**config.mk**
```make
export PLATFORM = sky130hd
export DESIGN_NAME = pmt_io_decode
export DESIGN_NICKNAME = d
export VERILOG_FILES = /design/src/shared/pmt_pkg.sv /design/src/logic/pmt_io_decode.sv /design/src/logic/pmt_trap_match.sv
export SDC_FILE = /design/constraint.sdc
export NUM_CORES = 1
export LEC_CHECK = 0
export BUFFER_PORTS_ARGS = -buffer_cell sky130_fd_sc_hd__buf_2
export CAP_MARGIN = 40
export CORE_ASPECT_RATIO = 0.75
export CORE_UTILIZATION = 45
export DETAILED_ROUTE_END_ITERATION = 10
export PLACE_DENSITY = 0.6
export SLEW_MARGIN = 20
export SYNTH_ARGS = -nofsm -noshare
export SYNTH_HDL_FRONTEND = slang
export SYNTH_HIERARCHICAL = 1
export SYNTH_SLANG_ARGS = --single-unit
```
**constraint.sdc**
```tcl
create_clock -name clk_sys -period 3.4 [get_ports clk_sys]
set_clock_uncertainty 0.05 [all_clocks]
set_input_delay 0.34 -clock clk_sys [delete_from_list [all_inputs] [get_ports clk_sys]]
set_output_delay 0.34 -clock clk_sys [all_outputs]
set_load 0.05 [all_outputs]
```
**src/shared/pmt_pkg.sv**
```systemverilog
// pmt_pkg: constants for the power-management trap and command port block
// assumes one core clock domain and a byte-addressed 16-bit i/o space
package pmt_pkg;
  localparam int          PMT_NMON          = 4;
  localparam int          PMT_MASK_W        = 4;
  localparam int          PMT_FIRST_MON     = 4;
  localparam logic [7:0]  PMT_CFG_MASK_OFF  = 8'hcc;
  localparam logic [15:0] PMT_MASK_RESET    = 16'h0000;
  localparam logic [15:0] PMT_CMD_PORT_ADDR = 16'h00b2;
  localparam logic [15:0] PMT_SCR_PORT_ADDR = 16'h00b3;
  localparam logic [7:0]  PMT_PORT_RESET    = 8'h00;
  localparam int          PMT_BLK_BYTES     = 128;
  localparam int          PMT_BLK_AW        = 7;
  localparam logic [6:0]  PMT_OFF_STS       = 7'h00;
  localparam logic [6:0]  PMT_OFF_EN        = 7'h02;
  localparam logic [6:0]  PMT_OFF_CTL       = 7'h04;
  localparam logic [6:0]  PMT_OFF_TMR       = 7'h08;
  localparam logic [6:0]  PMT_OFF_CPU       = 7'h10;
  localparam logic [6:0]  PMT_OFF_LVL2      = 7'h14;
  localparam logic [6:0]  PMT_OFF_LVL3      = 7'h15;
  localparam logic [6:0]  PMT_OFF_MOB       = 7'h20;
  localparam logic [6:0]  PMT_OFF_GPE0_STS  = 7'h28;
  localparam logic [6:0]  PMT_OFF_GPE0_EN   = 7'h2a;
  localparam logic [6:0]  PMT_OFF_GPE1_STS  = 7'h2c;
  localparam logic [6:0]  PMT_OFF_GPE1_EN   = 7'h2e;
  localparam logic [6:0]  PMT_OFF_SMI_CTL   = 7'h30;
  localparam logic [6:0]  PMT_OFF_SMI_STS   = 7'h34;
  localparam logic [6:0]  PMT_OFF_MON_STS   = 7'h40;
  localparam logic [6:0]  PMT_OFF_DEV_STS   = 7'h44;
  localparam logic [6:0]  PMT_OFF_TRAP_EN   = 7'h48;
  localparam logic [6:0]  PMT_OFF_ADDR_TRK  = 7'h4c;
  localparam logic [6:0]  PMT_OFF_CYC_TRK   = 7'h4e;
  localparam logic [6:0]  PMT_OFF_SPEED     = 7'h50;
  localparam logic [6:0]  PMT_OFF_HEALTH    = 7'h60;
  localparam int          PMT_MEM_BYTES     = 96;
  localparam int          PMT_CMD_IE_BIT    = 5;
  localparam int          PMT_TRAP_EN_LSB   = 4;
  localparam int          PMT_MON_STS_LSB   = 4;
  localparam logic [7:0]  PMT_BYTE_ZERO     = 8'h00;
  localparam logic [31:0] PMT_WORD_ZERO     = 32'h0000_0000;
endpackage : pmt_pkg

```
**src/logic/pmt_io_decode.sv**
```systemverilog
// pmt_io_decode: trap mask register, fixed command ports and relocatable pm block
// assumes dword i/o cycles with byte enables, one request per cycle at most
`timescale 1ns/1ps
module pmt_io_decode
  import pmt_pkg::*;
(
  input  wire logic        clk_sys,
  input  wire logic        rst_b,
  input  wire logic        cfg_wr,
  input  wire logic        cfg_rd,
  input  wire logic [7:0]  cfg_addr,
  input  wire logic [15:0] cfg_wdata,
  output logic [15:0]      cfg_rdata,
  input  wire logic        command_ports_decode_enable,
  input  wire logic        pm_block_decode_enable,
  input  wire logic [15:0] pm_block_base,
  input  wire logic [63:0] trap_base_addresses,
  input  wire logic [3:0]  trap_forward_enables,
  input  wire logic        io_req,
  input  wire logic        io_write,
  input  wire logic [15:0] io_addr,
  input  wire logic [3:0]  io_be,
  input  wire logic [31:0] io_wdata,
  output logic             io_claim,
  output logic             io_rd_valid,
  output logic [31:0]      io_rd_data,
  output logic             lpc_forward,
  output logic             system_mgmt_interrupt
);
  logic [15:0] trap_range_low_mask_q, trap_range_low_mask_d;
  logic [15:0] cfg_rdata_q, cfg_rdata_d;
  logic [7:0]  pm_command_port_q, pm_command_port_d;
  logic [7:0]  pm_scratch_port_q, pm_scratch_port_d;
  logic [3:0]  mon_sts_q, mon_sts_d;
  logic [15:0] addr_trk_q, addr_trk_d;
  logic [7:0]  cyc_trk_q, cyc_trk_d;
  logic        claim_q, claim_d;
  logic        rd_valid_q, rd_valid_d;
  logic [31:0] rd_data_q, rd_data_d;
  logic        fwd_q, fwd_d;
  logic        smi_q, smi_d;
  logic [7:0]  pm_mem_q [0:PMT_MEM_BYTES-1];
  logic [3:0]  mem_we;
  logic [6:0]  mem_off [0:3];
  logic [3:0]  mon_hit;
  logic [3:0]  mon_en;
  logic        in_block;
  logic        in_ports;
  logic        trap_smi;
  logic        cmd_smi;

  // 32h-33h stay reserved, so the two interrupt registers are listed apart
  function automatic logic byte_writable(input logic [6:0] off);
    return (off < PMT_OFF_TMR) || (off >= PMT_OFF_CPU && off < PMT_OFF_LVL2)
           || (off == PMT_OFF_MOB) || (off == PMT_OFF_SPEED)
           || (off >= PMT_OFF_GPE0_STS && off < PMT_OFF_SMI_CTL + 7'h02)
           || (off >= PMT_OFF_SMI_STS && off < PMT_OFF_SMI_STS + 7'h02)
           || (off >= PMT_OFF_DEV_STS && off < PMT_OFF_DEV_STS + 7'h02)
           || (off >= PMT_OFF_TRAP_EN && off < PMT_OFF_TRAP_EN + 7'h02);
  endfunction : byte_writable

  function automatic logic [7:0] byte_read(input logic [6:0] off, input logic [7:0] mem,
                                           input logic [3:0] msts, input logic [15:0] atrk,
                                           input logic [7:0] ctrk);
    logic [7:0] r;
    r = PMT_BYTE_ZERO;
    if (off == PMT_OFF_MON_STS) begin
      r[PMT_MON_STS_LSB +: PMT_NMON] = msts;
    end else if (off == PMT_OFF_ADDR_TRK) begin
      r = atrk[7:0];
    end else if (off == PMT_OFF_ADDR_TRK + 7'h01) begin
      r = atrk[15:8];
    end else if (off == PMT_OFF_CYC_TRK) begin
      r = ctrk;
    end else if (off != PMT_OFF_SPEED && byte_writable(off)) begin
      r = mem;
    end
    return r;
  endfunction : byte_read

  genvar g;
  generate
    for (g = 0; g < PMT_NMON; g++) begin : g_mon
      pmt_trap_match u_match (
        .base     (trap_base_addresses[16*g +: 16]),
        .low_mask (trap_range_low_mask_q[PMT_MASK_W*g +: PMT_MASK_W]),
        .addr     (io_addr),
        .valid    (io_req),
        .hit      (mon_hit[g])
      );
    end
  endgenerate

  always_comb begin
    in_block = pm_block_decode_enable && io_req
               && (io_addr[15:PMT_BLK_AW] == pm_block_base[15:PMT_BLK_AW])
               && ({io_addr[PMT_BLK_AW-1:2], 2'b00} < PMT_OFF_HEALTH);
    in_ports = command_ports_decode_enable && io_req
               && (io_addr[15:2] == PMT_CMD_PORT_ADDR[15:2])
               && (io_be[PMT_CMD_PORT_ADDR[1:0]] || io_be[PMT_SCR_PORT_ADDR[1:0]]);
    mon_en   = pm_mem_q[PMT_OFF_TRAP_EN][PMT_TRAP_EN_LSB +: PMT_NMON];
    trap_smi = |(mon_hit & mon_en);
    cmd_smi  = in_ports && io_write && io_be[PMT_CMD_PORT_ADDR[1:0]]
               && pm_mem_q[PMT_OFF_SMI_CTL][PMT_CMD_IE_BIT];
    for (int i = 0; i < 4; i++) begin
      mem_off[i] = {io_addr[PMT_BLK_AW-1:2], 2'(i)};
      mem_we[i]  = in_block && io_write && io_be[i] && byte_writable(mem_off[i]);
    end
  end

  always_comb begin
    trap_range_low_mask_d = trap_range_low_mask_q;
    cfg_rdata_d           = cfg_rdata_q;
    if (cfg_wr && cfg_addr == PMT_CFG_MASK_OFF) begin
      trap_range_low_mask_d = cfg_wdata;
    end
    if (cfg_rd) begin
      cfg_rdata_d = (cfg_addr == PMT_CFG_MASK_OFF) ? trap_range_low_mask_q : 16'h0000;
    end
  end

  always_comb begin
    pm_command_port_d = pm_command_port_q;
    pm_scratch_port_d = pm_scratch_port_q;
    mon_sts_d         = mon_sts_q;
    addr_trk_d        = addr_trk_q;
    cyc_trk_d         = cyc_trk_q;
    claim_d           = in_block || in_ports;
    rd_valid_d        = (in_block || in_ports) && !io_write;
    rd_data_d         = PMT_WORD_ZERO;
    fwd_d             = |(mon_hit & trap_forward_enables);
    smi_d             = trap_smi || cmd_smi;
    if (in_ports && io_write && io_be[PMT_CMD_PORT_ADDR[1:0]]) begin
      pm_command_port_d = io_wdata[8*PMT_CMD_PORT_ADDR[1:0] +: 8];
    end
    if (in_ports && io_write && io_be[PMT_SCR_PORT_ADDR[1:0]]) begin
      pm_scratch_port_d = io_wdata[8*PMT_SCR_PORT_ADDR[1:0] +: 8];
    end
    if (in_ports && !io_write) begin
      if (io_be[PMT_CMD_PORT_ADDR[1:0]]) begin
        rd_data_d[8*PMT_CMD_PORT_ADDR[1:0] +: 8] = pm_command_port_q;
      end
      if (io_be[PMT_SCR_PORT_ADDR[1:0]]) begin
        rd_data_d[8*PMT_SCR_PORT_ADDR[1:0] +: 8] = pm_scratch_port_q;
      end
    end
    if (in_block && !io_write) begin
      for (int i = 0; i < 4; i++) begin
        if (io_be[i]) begin
          rd_data_d[8*i +: 8] = byte_read(mem_off[i], pm_mem_q[mem_off[i]], mon_sts_q,
                                          addr_trk_q, cyc_trk_q);
        end
      end
    end
    // write-one clears monitor status; a hit in the same cycle wins
    if (in_block && io_write && io_addr[PMT_BLK_AW-1:2] == PMT_OFF_MON_STS[PMT_BLK_AW-1:2]
        && io_be[0]) begin
      mon_sts_d = mon_sts_d & ~io_wdata[PMT_MON_STS_LSB +: PMT_NMON];
    end
    mon_sts_d = mon_sts_d | (mon_hit & mon_en);
    if (trap_smi) begin
      addr_trk_d = io_addr;
      cyc_trk_d  = {3'b000, io_be, io_write};
    end
  end

  always_ff @(posedge clk_sys) begin
    if (!rst_b) begin
      trap_range_low_mask_q <= PMT_MASK_RESET;
      cfg_rdata_q           <= 16'h0000;
      pm_command_port_q     <= PMT_PORT_RESET;
      pm_scratch_port_q     <= PMT_PORT_RESET;
      mon_sts_q             <= 4'h0;
      addr_trk_q            <= 16'h0000;
      cyc_trk_q             <= 8'h00;
      claim_q               <= 1'b0;
      rd_valid_q            <= 1'b0;
      rd_data_q             <= PMT_WORD_ZERO;
      fwd_q                 <= 1'b0;
      smi_q                 <= 1'b0;
    end else begin
      trap_range_low_mask_q <= trap_range_low_mask_d;
      cfg_rdata_q           <= cfg_rdata_d;
      pm_command_port_q     <= pm_command_port_d;
      pm_scratch_port_q     <= pm_scratch_port_d;
      mon_sts_q             <= mon_sts_d;
      addr_trk_q            <= addr_trk_d;
      cyc_trk_q             <= cyc_trk_d;
      claim_q               <= claim_d;
      rd_valid_q            <= rd_valid_d;
      rd_data_q             <= rd_data_d;
      fwd_q                 <= fwd_d;
      smi_q                 <= smi_d;
    end
  end

  always_ff @(posedge clk_sys) begin
    if (!rst_b) begin
      for (int j = 0; j < PMT_MEM_BYTES; j++) begin
        pm_mem_q[j] <= PMT_BYTE_ZERO;
      end
    end else begin
      for (int i = 0; i < 4; i++) begin
        if (mem_we[i]) begin
          pm_mem_q[mem_off[i]] <= io_wdata[8*i +: 8];
        end
      end
    end
  end

  assign cfg_rdata             = cfg_rdata_q;
  assign io_claim              = claim_q;
  assign io_rd_valid           = rd_valid_q;
  assign io_rd_data            = rd_data_q;
  assign lpc_forward           = fwd_q;
  assign system_mgmt_interrupt = smi_q;

  property p_trap_smi;
    @(posedge clk_sys) disable iff (!rst_b)
      (io_req && |(mon_hit & mon_en)) |=> system_mgmt_interrupt;
  endproperty
  a_trap_smi: assert property (p_trap_smi) else $error("trap hit gave no interrupt");

  property p_smi_cause;
    @(posedge clk_sys) disable iff (!rst_b)
      system_mgmt_interrupt |-> $past(trap_smi) || $past(cmd_smi);
  endproperty
  a_smi_cause: assert property (p_smi_cause) else $error("interrupt without cause");

  property p_fwd_only_enabled;
    @(posedge clk_sys) disable iff (!rst_b)
      lpc_forward |-> $past(|(mon_hit & trap_forward_enables));
  endproperty
  a_fwd_only_enabled: assert property (p_fwd_only_enabled)
    else $error("forward without enabled hit");

  property p_mask_window;
    @(posedge clk_sys) disable iff (!rst_b)
      (io_req && trap_range_low_mask_q[3:0] == 4'h3
       && io_addr[15:2] == trap_base_addresses[15:2]) |-> mon_hit[0];
  endproperty
  a_mask_window: assert property (p_mask_window) else $error("masked address missed");

  property p_upper_exact;
    @(posedge clk_sys) disable iff (!rst_b)
      mon_hit[0] |-> io_addr[15:4] == trap_base_addresses[15:4];
  endproperty
  a_upper_exact: assert property (p_upper_exact) else $error("upper bits not exact");

  property p_ports_gated;
    @(posedge clk_sys) disable iff (!rst_b)
      (io_req && !command_ports_decode_enable && !in_block) |=> !io_claim;
  endproperty
  a_ports_gated: assert property (p_ports_gated) else $error("port claimed while off");

  property p_cmd_store;
    @(posedge clk_sys) disable iff (!rst_b)
      (in_ports && io_write && io_be[2]) |=> pm_command_port_q == $past(io_wdata[23:16]);
  endproperty
  a_cmd_store: assert property (p_cmd_store) else $error("command byte not stored");

  property p_scratch_hold;
    @(posedge clk_sys) disable iff (!rst_b)
      !(in_ports && io_write && io_be[3]) |=> $stable(pm_scratch_port_q);
  endproperty
  a_scratch_hold: assert property (p_scratch_hold) else $error("scratch changed");

  property p_health_free;
    @(posedge clk_sys) disable iff (!rst_b)
      (io_req && !in_ports && io_addr[6:0] >= PMT_OFF_HEALTH) |=> !io_claim;
  endproperty
  a_health_free: assert property (p_health_free) else $error("health range claimed");

  c_trap: cover property (@(posedge clk_sys) disable iff (!rst_b) system_mgmt_interrupt ##1
                          lpc_forward);
  c_cmd:  cover property (@(posedge clk_sys) disable iff (!rst_b) cmd_smi);
  c_read: cover property (@(posedge clk_sys) disable iff (!rst_b) io_rd_valid && in_block);
endmodule : pmt_io_decode

```
**src/logic/pmt_trap_match.sv**
```systemverilog
// pmt_trap_match: address range compare for one i/o trap monitor
// assumes the address is presented in the same cycle as its valid
`timescale 1ns/1ps
module pmt_trap_match
  import pmt_pkg::*;
(
  input  wire logic [15:0]         base,
  input  wire logic [PMT_MASK_W-1:0] low_mask,
  input  wire logic [15:0]         addr,
  input  wire logic                valid,
  output logic                     hit
);
  logic [15:0] diff;
  logic [15:0] care;

  always_comb begin
    diff = base ^ addr;
    care = {{(16-PMT_MASK_W){1'b1}}, ~low_mask};
    hit  = valid && ((diff & care) == 16'h0000);
  end
endmodule : pmt_trap_match

```
==> reports/results.ini, run 1 <==
[sta]
maxSlewHeadroom_pct = 41.4
worst_slew_pin_slew_ps = 879
fin_crit_sh_pct = 94.1
rsz0062_at_grt = false
min_period_ps = 3200
hold-worst-slack_ps = 35.3
tns_ps = 0
max_freq_mhz = 313
hold_viol = 0
setup_viol = 0
setup_ws_ps = 201
final_max_slew_viol_count = 0

[clock_tree]
ctsResizeCount = 0
clk_latency_ps = 630
clock-sinks = 821
tritoncts = yes
cts_buffer_depth = 3
cts.clk_slew.worst_paths_ps = 60
cts_root_buf = clkbuf_16
numCtsBuffers = 82
htreeDepth = 3

[logic_synthesis]
synth_ff_type = edfxtp_1
synth-async-reset-ratio_pct = 0
seq_area_frac_synth_pct = 67.9
syn-cell-area_um2 = 34700
synth_cells = 2251
syn_area_per_cell_um2 = 15.4
synth-xor-area-share_pct = 1.84
synth_compound_area_share_pct = 4.69
synth-simple-area-share_pct = 10.7
muxShareOfSynthArea_pct = 12.0
synth_fa_ha_area_share_pct = 0
ys_ff_latch = 821
synth_edf_count = 712
synth_top_family_by_area = multiplexers
ys_warn_count = 6
synth.distinct_cells = 68

[routing]
vias = 21445
wl_um = 92400
ant_nets = 0
drc = 0
viasPerCell = 5.23
drt_iter0_markers = 2194
wl_per_cell_um = 22.5
drt_pass1_iterations = 6

[placed_design]
portBuffers = 212
gp_congestion = 0.928
dpl_worst_slack_ps = 219
dpl.cell_count = 3912
dp_hpwl_um = 66000

[finish]
fillers = 6199
syn2layout_area_growth_pct = 21.2
instances_no_fill = 4103
drive_above_1_share_pct = 19.2
final_common_cell = edfxtp_1
final_cell_mix = edfxtp_1, conb_1, buf_2
num-nets-final = 3181

[critical_path]
worstSetupStartpoint = io_addr[7]
reg2reg_from = trap_range_low_mask_q[2]
cp_num_buf_inv = 4
worstPathRequired_ps = 3920
max_stage_delay_ps = 590
cpMaxStageDelayCell = nor4_1
path_cells = dlygate4sd3_1 -> buf_2 -> xor2_1 -> nor4_1 -> o2111ai_1 -> nor4_1 -> a22oi_1 -> dlygate4sd3_1 -> a21oi_1 -> dlygate4sd3_1
cp-start-kind = primary input
cp-end-kind = flop
cp_max_fo = 7
crit_top_cell = dlygate4sd3_1
crit_family = buffers and inverters
crit_type = in -> reg
cp.arrival_ps = 3720

[grt]
grt_pass1_wl_um = 135000
antenna_found_initial = 2
first_global_vias = 21255
grt_use_total_pct = 23.7
grt-ovfl-total = 0
grt_max_degree = 79

[floorplanning]
io_pins = 220
fp-row-count = 87
design.die.area_um2 = 78200
dieWidth_um = 323
die_h_um = 242
fp.coreArea_um2 = 75800
start_util_pct = 45.8

[power_and_ir_drop]
power.leakage_nw = 15.9
ir_drop_v = 0.000421
power_density_nw_per_um2 = 535

[run]
max_cap_violations = 0

[worst_hold_path]
hold_class = in -> reg
hp-start = io_wdata[18]

[outcome]
status = finished, final reports clean

[timing repair]
action                    CTS  global route
hold buffers               38             0
hold endpoints to repair   86             0
buffers inserted            0             0
[layer usage]
layer,track usage [%],part of all wire (%),routed length [µm]
met1,33.0,42,38800
met2,36.0,45,41600
met3,6.75,10,9400
met4,7.20,2.8,2580
met5,0,0.014,13
[sequential cells by signal, indices dropped and copies added (netlist names), 4 cells and up]
name and count:
mon_sts_q 4, addr_trk_q 16, cyc_trk_q 5, pm_mem_q 712, pm_scratch_port_q 8, pm_command_port_q 8
cfg_rdata 16, io_rd_data 32, trap_range_low_mask_q 16
[final timing paths]
kind / end / slack [ps] / depth (start not counted)
max: lpc_forward / 200 / 10
min: pm_command_port_q[2] / 40 / 3
max reg2reg: lpc_forward / 680 / 6
min reg2reg: cyc_trk_q[1] / 410 / 2
[cells by family after synthesis]
| logic type | count (synthesis) |
|---|---|
| flops | 821 |
| simple gates | 642 |
| compound gates | 246 |
| mux | 244 |
| buf+inv | 224 |
| xor+xnor | 73 |
| other cells | 1 |
[cell type report]
cell class / instances / area (µm²) / share of cell area, %
diodes: 1 / 2.50 / 0.00595
clock buffers: 127 / 2410 / 5.73
flip-flops and latches: 821 / 23600 / 56.1
clock inverters: 23 / 254 / 0.604
inverters: 81 / 304 / 0.723
repair buffers: 348 / 2280 / 5.43
well taps: 1023 / 1280 / 3.05
multi-input cells: 1679 / 11900 / 28.4
[stage by stage]
stage | cell area, µm² | power, W | utilization [%]
floorplan | 36500 | 0.0129 | -
global placement | 38900 | 0.0136 | 51.4
detailed placement | 39000 | 0.0136 | 51.4
CTS | 42000 | 0.0226 | 55.5
global route | 42000 | 0.0232 | 55.5
finish | 42000 | 0.0225 | 55.5
[power by group]
part	total, W	switching (W)	internal (W)
logic	0.00174	0.00108	0.000659
clock network	0.00898	0.00373	0.00525
registers	0.0118	0.000159	0.0116
total	0.0225	0.00497	0.0175
[worst reg2reg max path, cell delays in order (launching register included)]
cell           delay, ps
dfxtp_1              430
o2111ai_1            150
nor4_1               590
a22oi_1              170
dlygate4sd3_1        590
a21oi_1              120
dlygate4sd3_1        570
[cells in the mapped netlist (4+ instances only)]
master	instances	area, µm²
nand4_1	34	213
inv_1	80	300
xor2_1	32	280
o221ai_1	8	70.1
nand3_1	43	215
a211oi_1	4	30.0
nor3_1	119	596
xnor2_1	41	359
clkbuf_1	73	274
buf_4	10	75.1
a31oi_1	6	37.5
nor2_1	50	188
mux2i_1	106	1060
nor4_1	15	93.8
and2_1	132	826
buf_2	48	240
edfxtp_1	712	21400
o41ai_1	5	43.8
o22a_1	5	43.8
nor2b_1	10	62.6
o21ai_1	4	20.0
o2111ai_1	13	114
a21oi_1	80	400
nor4bb_1	7	70.1
nor4_4	19	404
o22ai_1	32	200
nor4b_1	5	43.8
buf_1	8	30.0
nand2b_1	43	269
a22oi_1	42	315
o21ai_0	18	90.1
dfxtp_1	109	2180
nand2_1	142	533
and4b_1	4	40.0
a32o_1	10	100
o21a_1	4	30.0
mux4_2	136	3060
Power figures use the tool's default switching activity.
==> run 2, diff against run 1 <==
Clock period 3.4 ns to 3.39 ns, I/O delays scaled along.
==> run 2 against run 1 <==
Against the previous run:
- total power grew 1.5%
- die area unchanged
- non-clock buffer count is 8 higher
- largest power group unchanged
- highest routed layer unchanged
- design area increased by 0.52%
- largest cell class unchanged
- combinational power hardly changed
- critical path type unchanged
- sequential share of layout area is 0.29 points lower
- setup slack is essentially flat
- via count grew 1.0%
==> reports/results.ini, run 2 (synthesized netlist as in run 1, its figures left out) <==
[routing]
wl_per_cell_um = 22.8  ; +1.0%
wl_um = 93500  ; +1.1%
drc = 0  ; unchanged
vias = 21668  ; +1.0%
viasPerCell = 5.27  ; +0.92%
drt_pass1_iterations = 5  ; -1
ant_nets = 0  ; unchanged
drt_iter0_markers = 2177  ; -0.77%

[grt]
grt_use_total_pct = 24.0  ; +0.32 points
first_global_vias = 21711  ; +2.1%
grt_pass1_wl_um = 137000  ; +1.7%
grt-ovfl-total = 0  ; unchanged
grt_max_degree = 79  ; unchanged
antenna_found_initial = 4  ; +2

[sta]
min_period_ps = 3190
maxSlewHeadroom_pct = 39.2  ; -2.3 points
worst_slew_pin_slew_ps = 900  ; +21.6 ps
fin_crit_sh_pct = 94.1
final_max_slew_viol_count = 0  ; unchanged
tns_ps = 0  ; unchanged
hold_viol = 0  ; unchanged
max_freq_mhz = 314
rsz0062_at_grt = false
setup_viol = 0  ; unchanged

[critical_path]
cpMaxStageDelayCell = dlygate4sd3_1
worstPathRequired_ps = 3920  ; about the same
max_stage_delay_ps = 600  ; about the same
cp-start-kind = primary input
cp-end-kind = flop
cp.arrival_ps = 3720  ; about the same
path_cells = dlygate4sd3_1 -> buf_2 -> xor2_1 -> nor4_1 -> o2111ai_1 -> nor4_1 -> a22oi_1 -> dlygate4sd3_1 -> a21oi_1 -> dlygate4sd3_1
crit_type = in -> reg
crit_top_cell = dlygate4sd3_1
cp_max_fo = 7  ; unchanged
cp_num_buf_inv = 4  ; unchanged
crit_family = buffers and inverters

[floorplanning]
design.die.area_um2 = 78200  ; unchanged
fp-row-count = 87  ; unchanged
io_pins = 220  ; unchanged
start_util_pct = 45.8  ; unchanged
die_h_um = 242  ; unchanged
dieWidth_um = 323  ; unchanged
fp.coreArea_um2 = 75800  ; unchanged

[clock_tree]
ctsResizeCount = 0  ; unchanged
clock-sinks = 821  ; unchanged
postCtsHoldBufs = 47  ; +24%
numCtsBuffers = 82  ; unchanged
cts.clk_slew.worst_paths_ps = 60  ; about the same
htreeDepth = 3  ; unchanged
clk_latency_ps = 640  ; about the same
cts_root_buf = clkbuf_16
tritoncts = yes
cts_buffer_depth = 3  ; unchanged
cts_setup_buffers = 0  ; unchanged

[placed_design]
portBuffers = 212  ; unchanged
dp_hpwl_um = 65700  ; -0.43%
gp_congestion = 0.896  ; -3.4%

[power_and_ir_drop]
fin_total_pwr_w = 0.0228  ; +1.5%
power.leakage_nw = 16.0  ; +0.61%
ir_drop_v = 0.000611  ; +45%
power_density_nw_per_um2 = 540  ; +0.94%

[finish]
top_register = pm_mem_q
syn2layout_area_growth_pct = 21.8
final_cell_mix = edfxtp_1, conb_1, buf_2
final_common_cell = edfxtp_1
largest_reg_flops = 712  ; unchanged
num-nets-final = 3189  ; +0.25%
drive_above_1_share_pct = 19.6  ; +0.39 points

[run]
max_cap_violations = 0  ; unchanged

[worst_hold_path]
hold_class = in -> reg

[outcome]
status = finished, final reports clean

==> run 2: changes by cell type in the layout (fill, tap and decap cells not counted), sizes merged <==
cell,delta
bufinv,+2
inv,+3
clkinvlp,+5
dlygate4sd3,+9
clkinv,+11
clkbuf,-26
buf,+1
==> run 2: cell type report <==
cell class,instances,area (µm²)
flip-flops and latches,821,23600
inverters,81,304
diodes,1,2.50
clock buffers,103,2320
repair buffers,356,2420
well taps,1023,1280
multi-input cells,1679,11900
fillers,6203,33500
clock inverters,44,420
==> run 2: metrics by stage <==
step / hold WS (ps) / area (µm²) / setup WS, ps / utilization, % / std cells
final: 38.0 / 42200 / 201 / 55.8 / 4108
after global routing: 29.4 / 42200 / 34.0 / 55.8 / 4108
after CTS: 2.44 / 42200 / 314 / 55.7 / 4105
after detailed placement: 403 / 39000 / 187 / 51.5 / 3911
after global placement: 397 / 39000 / 296 / 51.4 / 3909
after floorplan: 381 / 36500 / 651 / - / 2724
==> run 2: where the power goes <==
part           internal (W)  total, W  switching (W)
logic              0.000673   0.00176        0.00109
clock network       0.00539   0.00925        0.00387
registers            0.0116    0.0118       0.000159
total                0.0177    0.0228        0.00512
==> run 2: final timing paths <==
| kind | slack [ps] | to | depth (start not counted) | start |
|---|---|---|---|---|
| setup / recovery | 200 | lpc_forward | 10 | io_addr[7] |
| hold / removal | 40 | addr_trk_q[15] | 3 | io_addr[15] |
| setup reg to reg | 680 | lpc_forward | 6 | trap_range_low_mask_q[2] |
| hold reg to reg | 410 | addr_trk_q[3] | 2 | addr_trk_q[3] |
==> run 2: layer usage <==
layer / part of all wire, % / vias up / GRT usage (%)
met5: 0.024 / - / 0
met4: 2.6 / 4 / 7.00
met3: 9.3 / 145 / 5.20
met2: 45 / 988 / 36.9
met1: 43 / 10774 / 34.3
li1: - / 9757 / -
==> run 2: worst reg2reg max path, stage by stage, from the launching register on <==
cell           delay [ps]
dfxtp_1               430
o2111ai_1             150
nor4_1                570
a22oi_1               170
dlygate4sd3_1         600
a21oi_1               120
dlygate4sd3_1         560
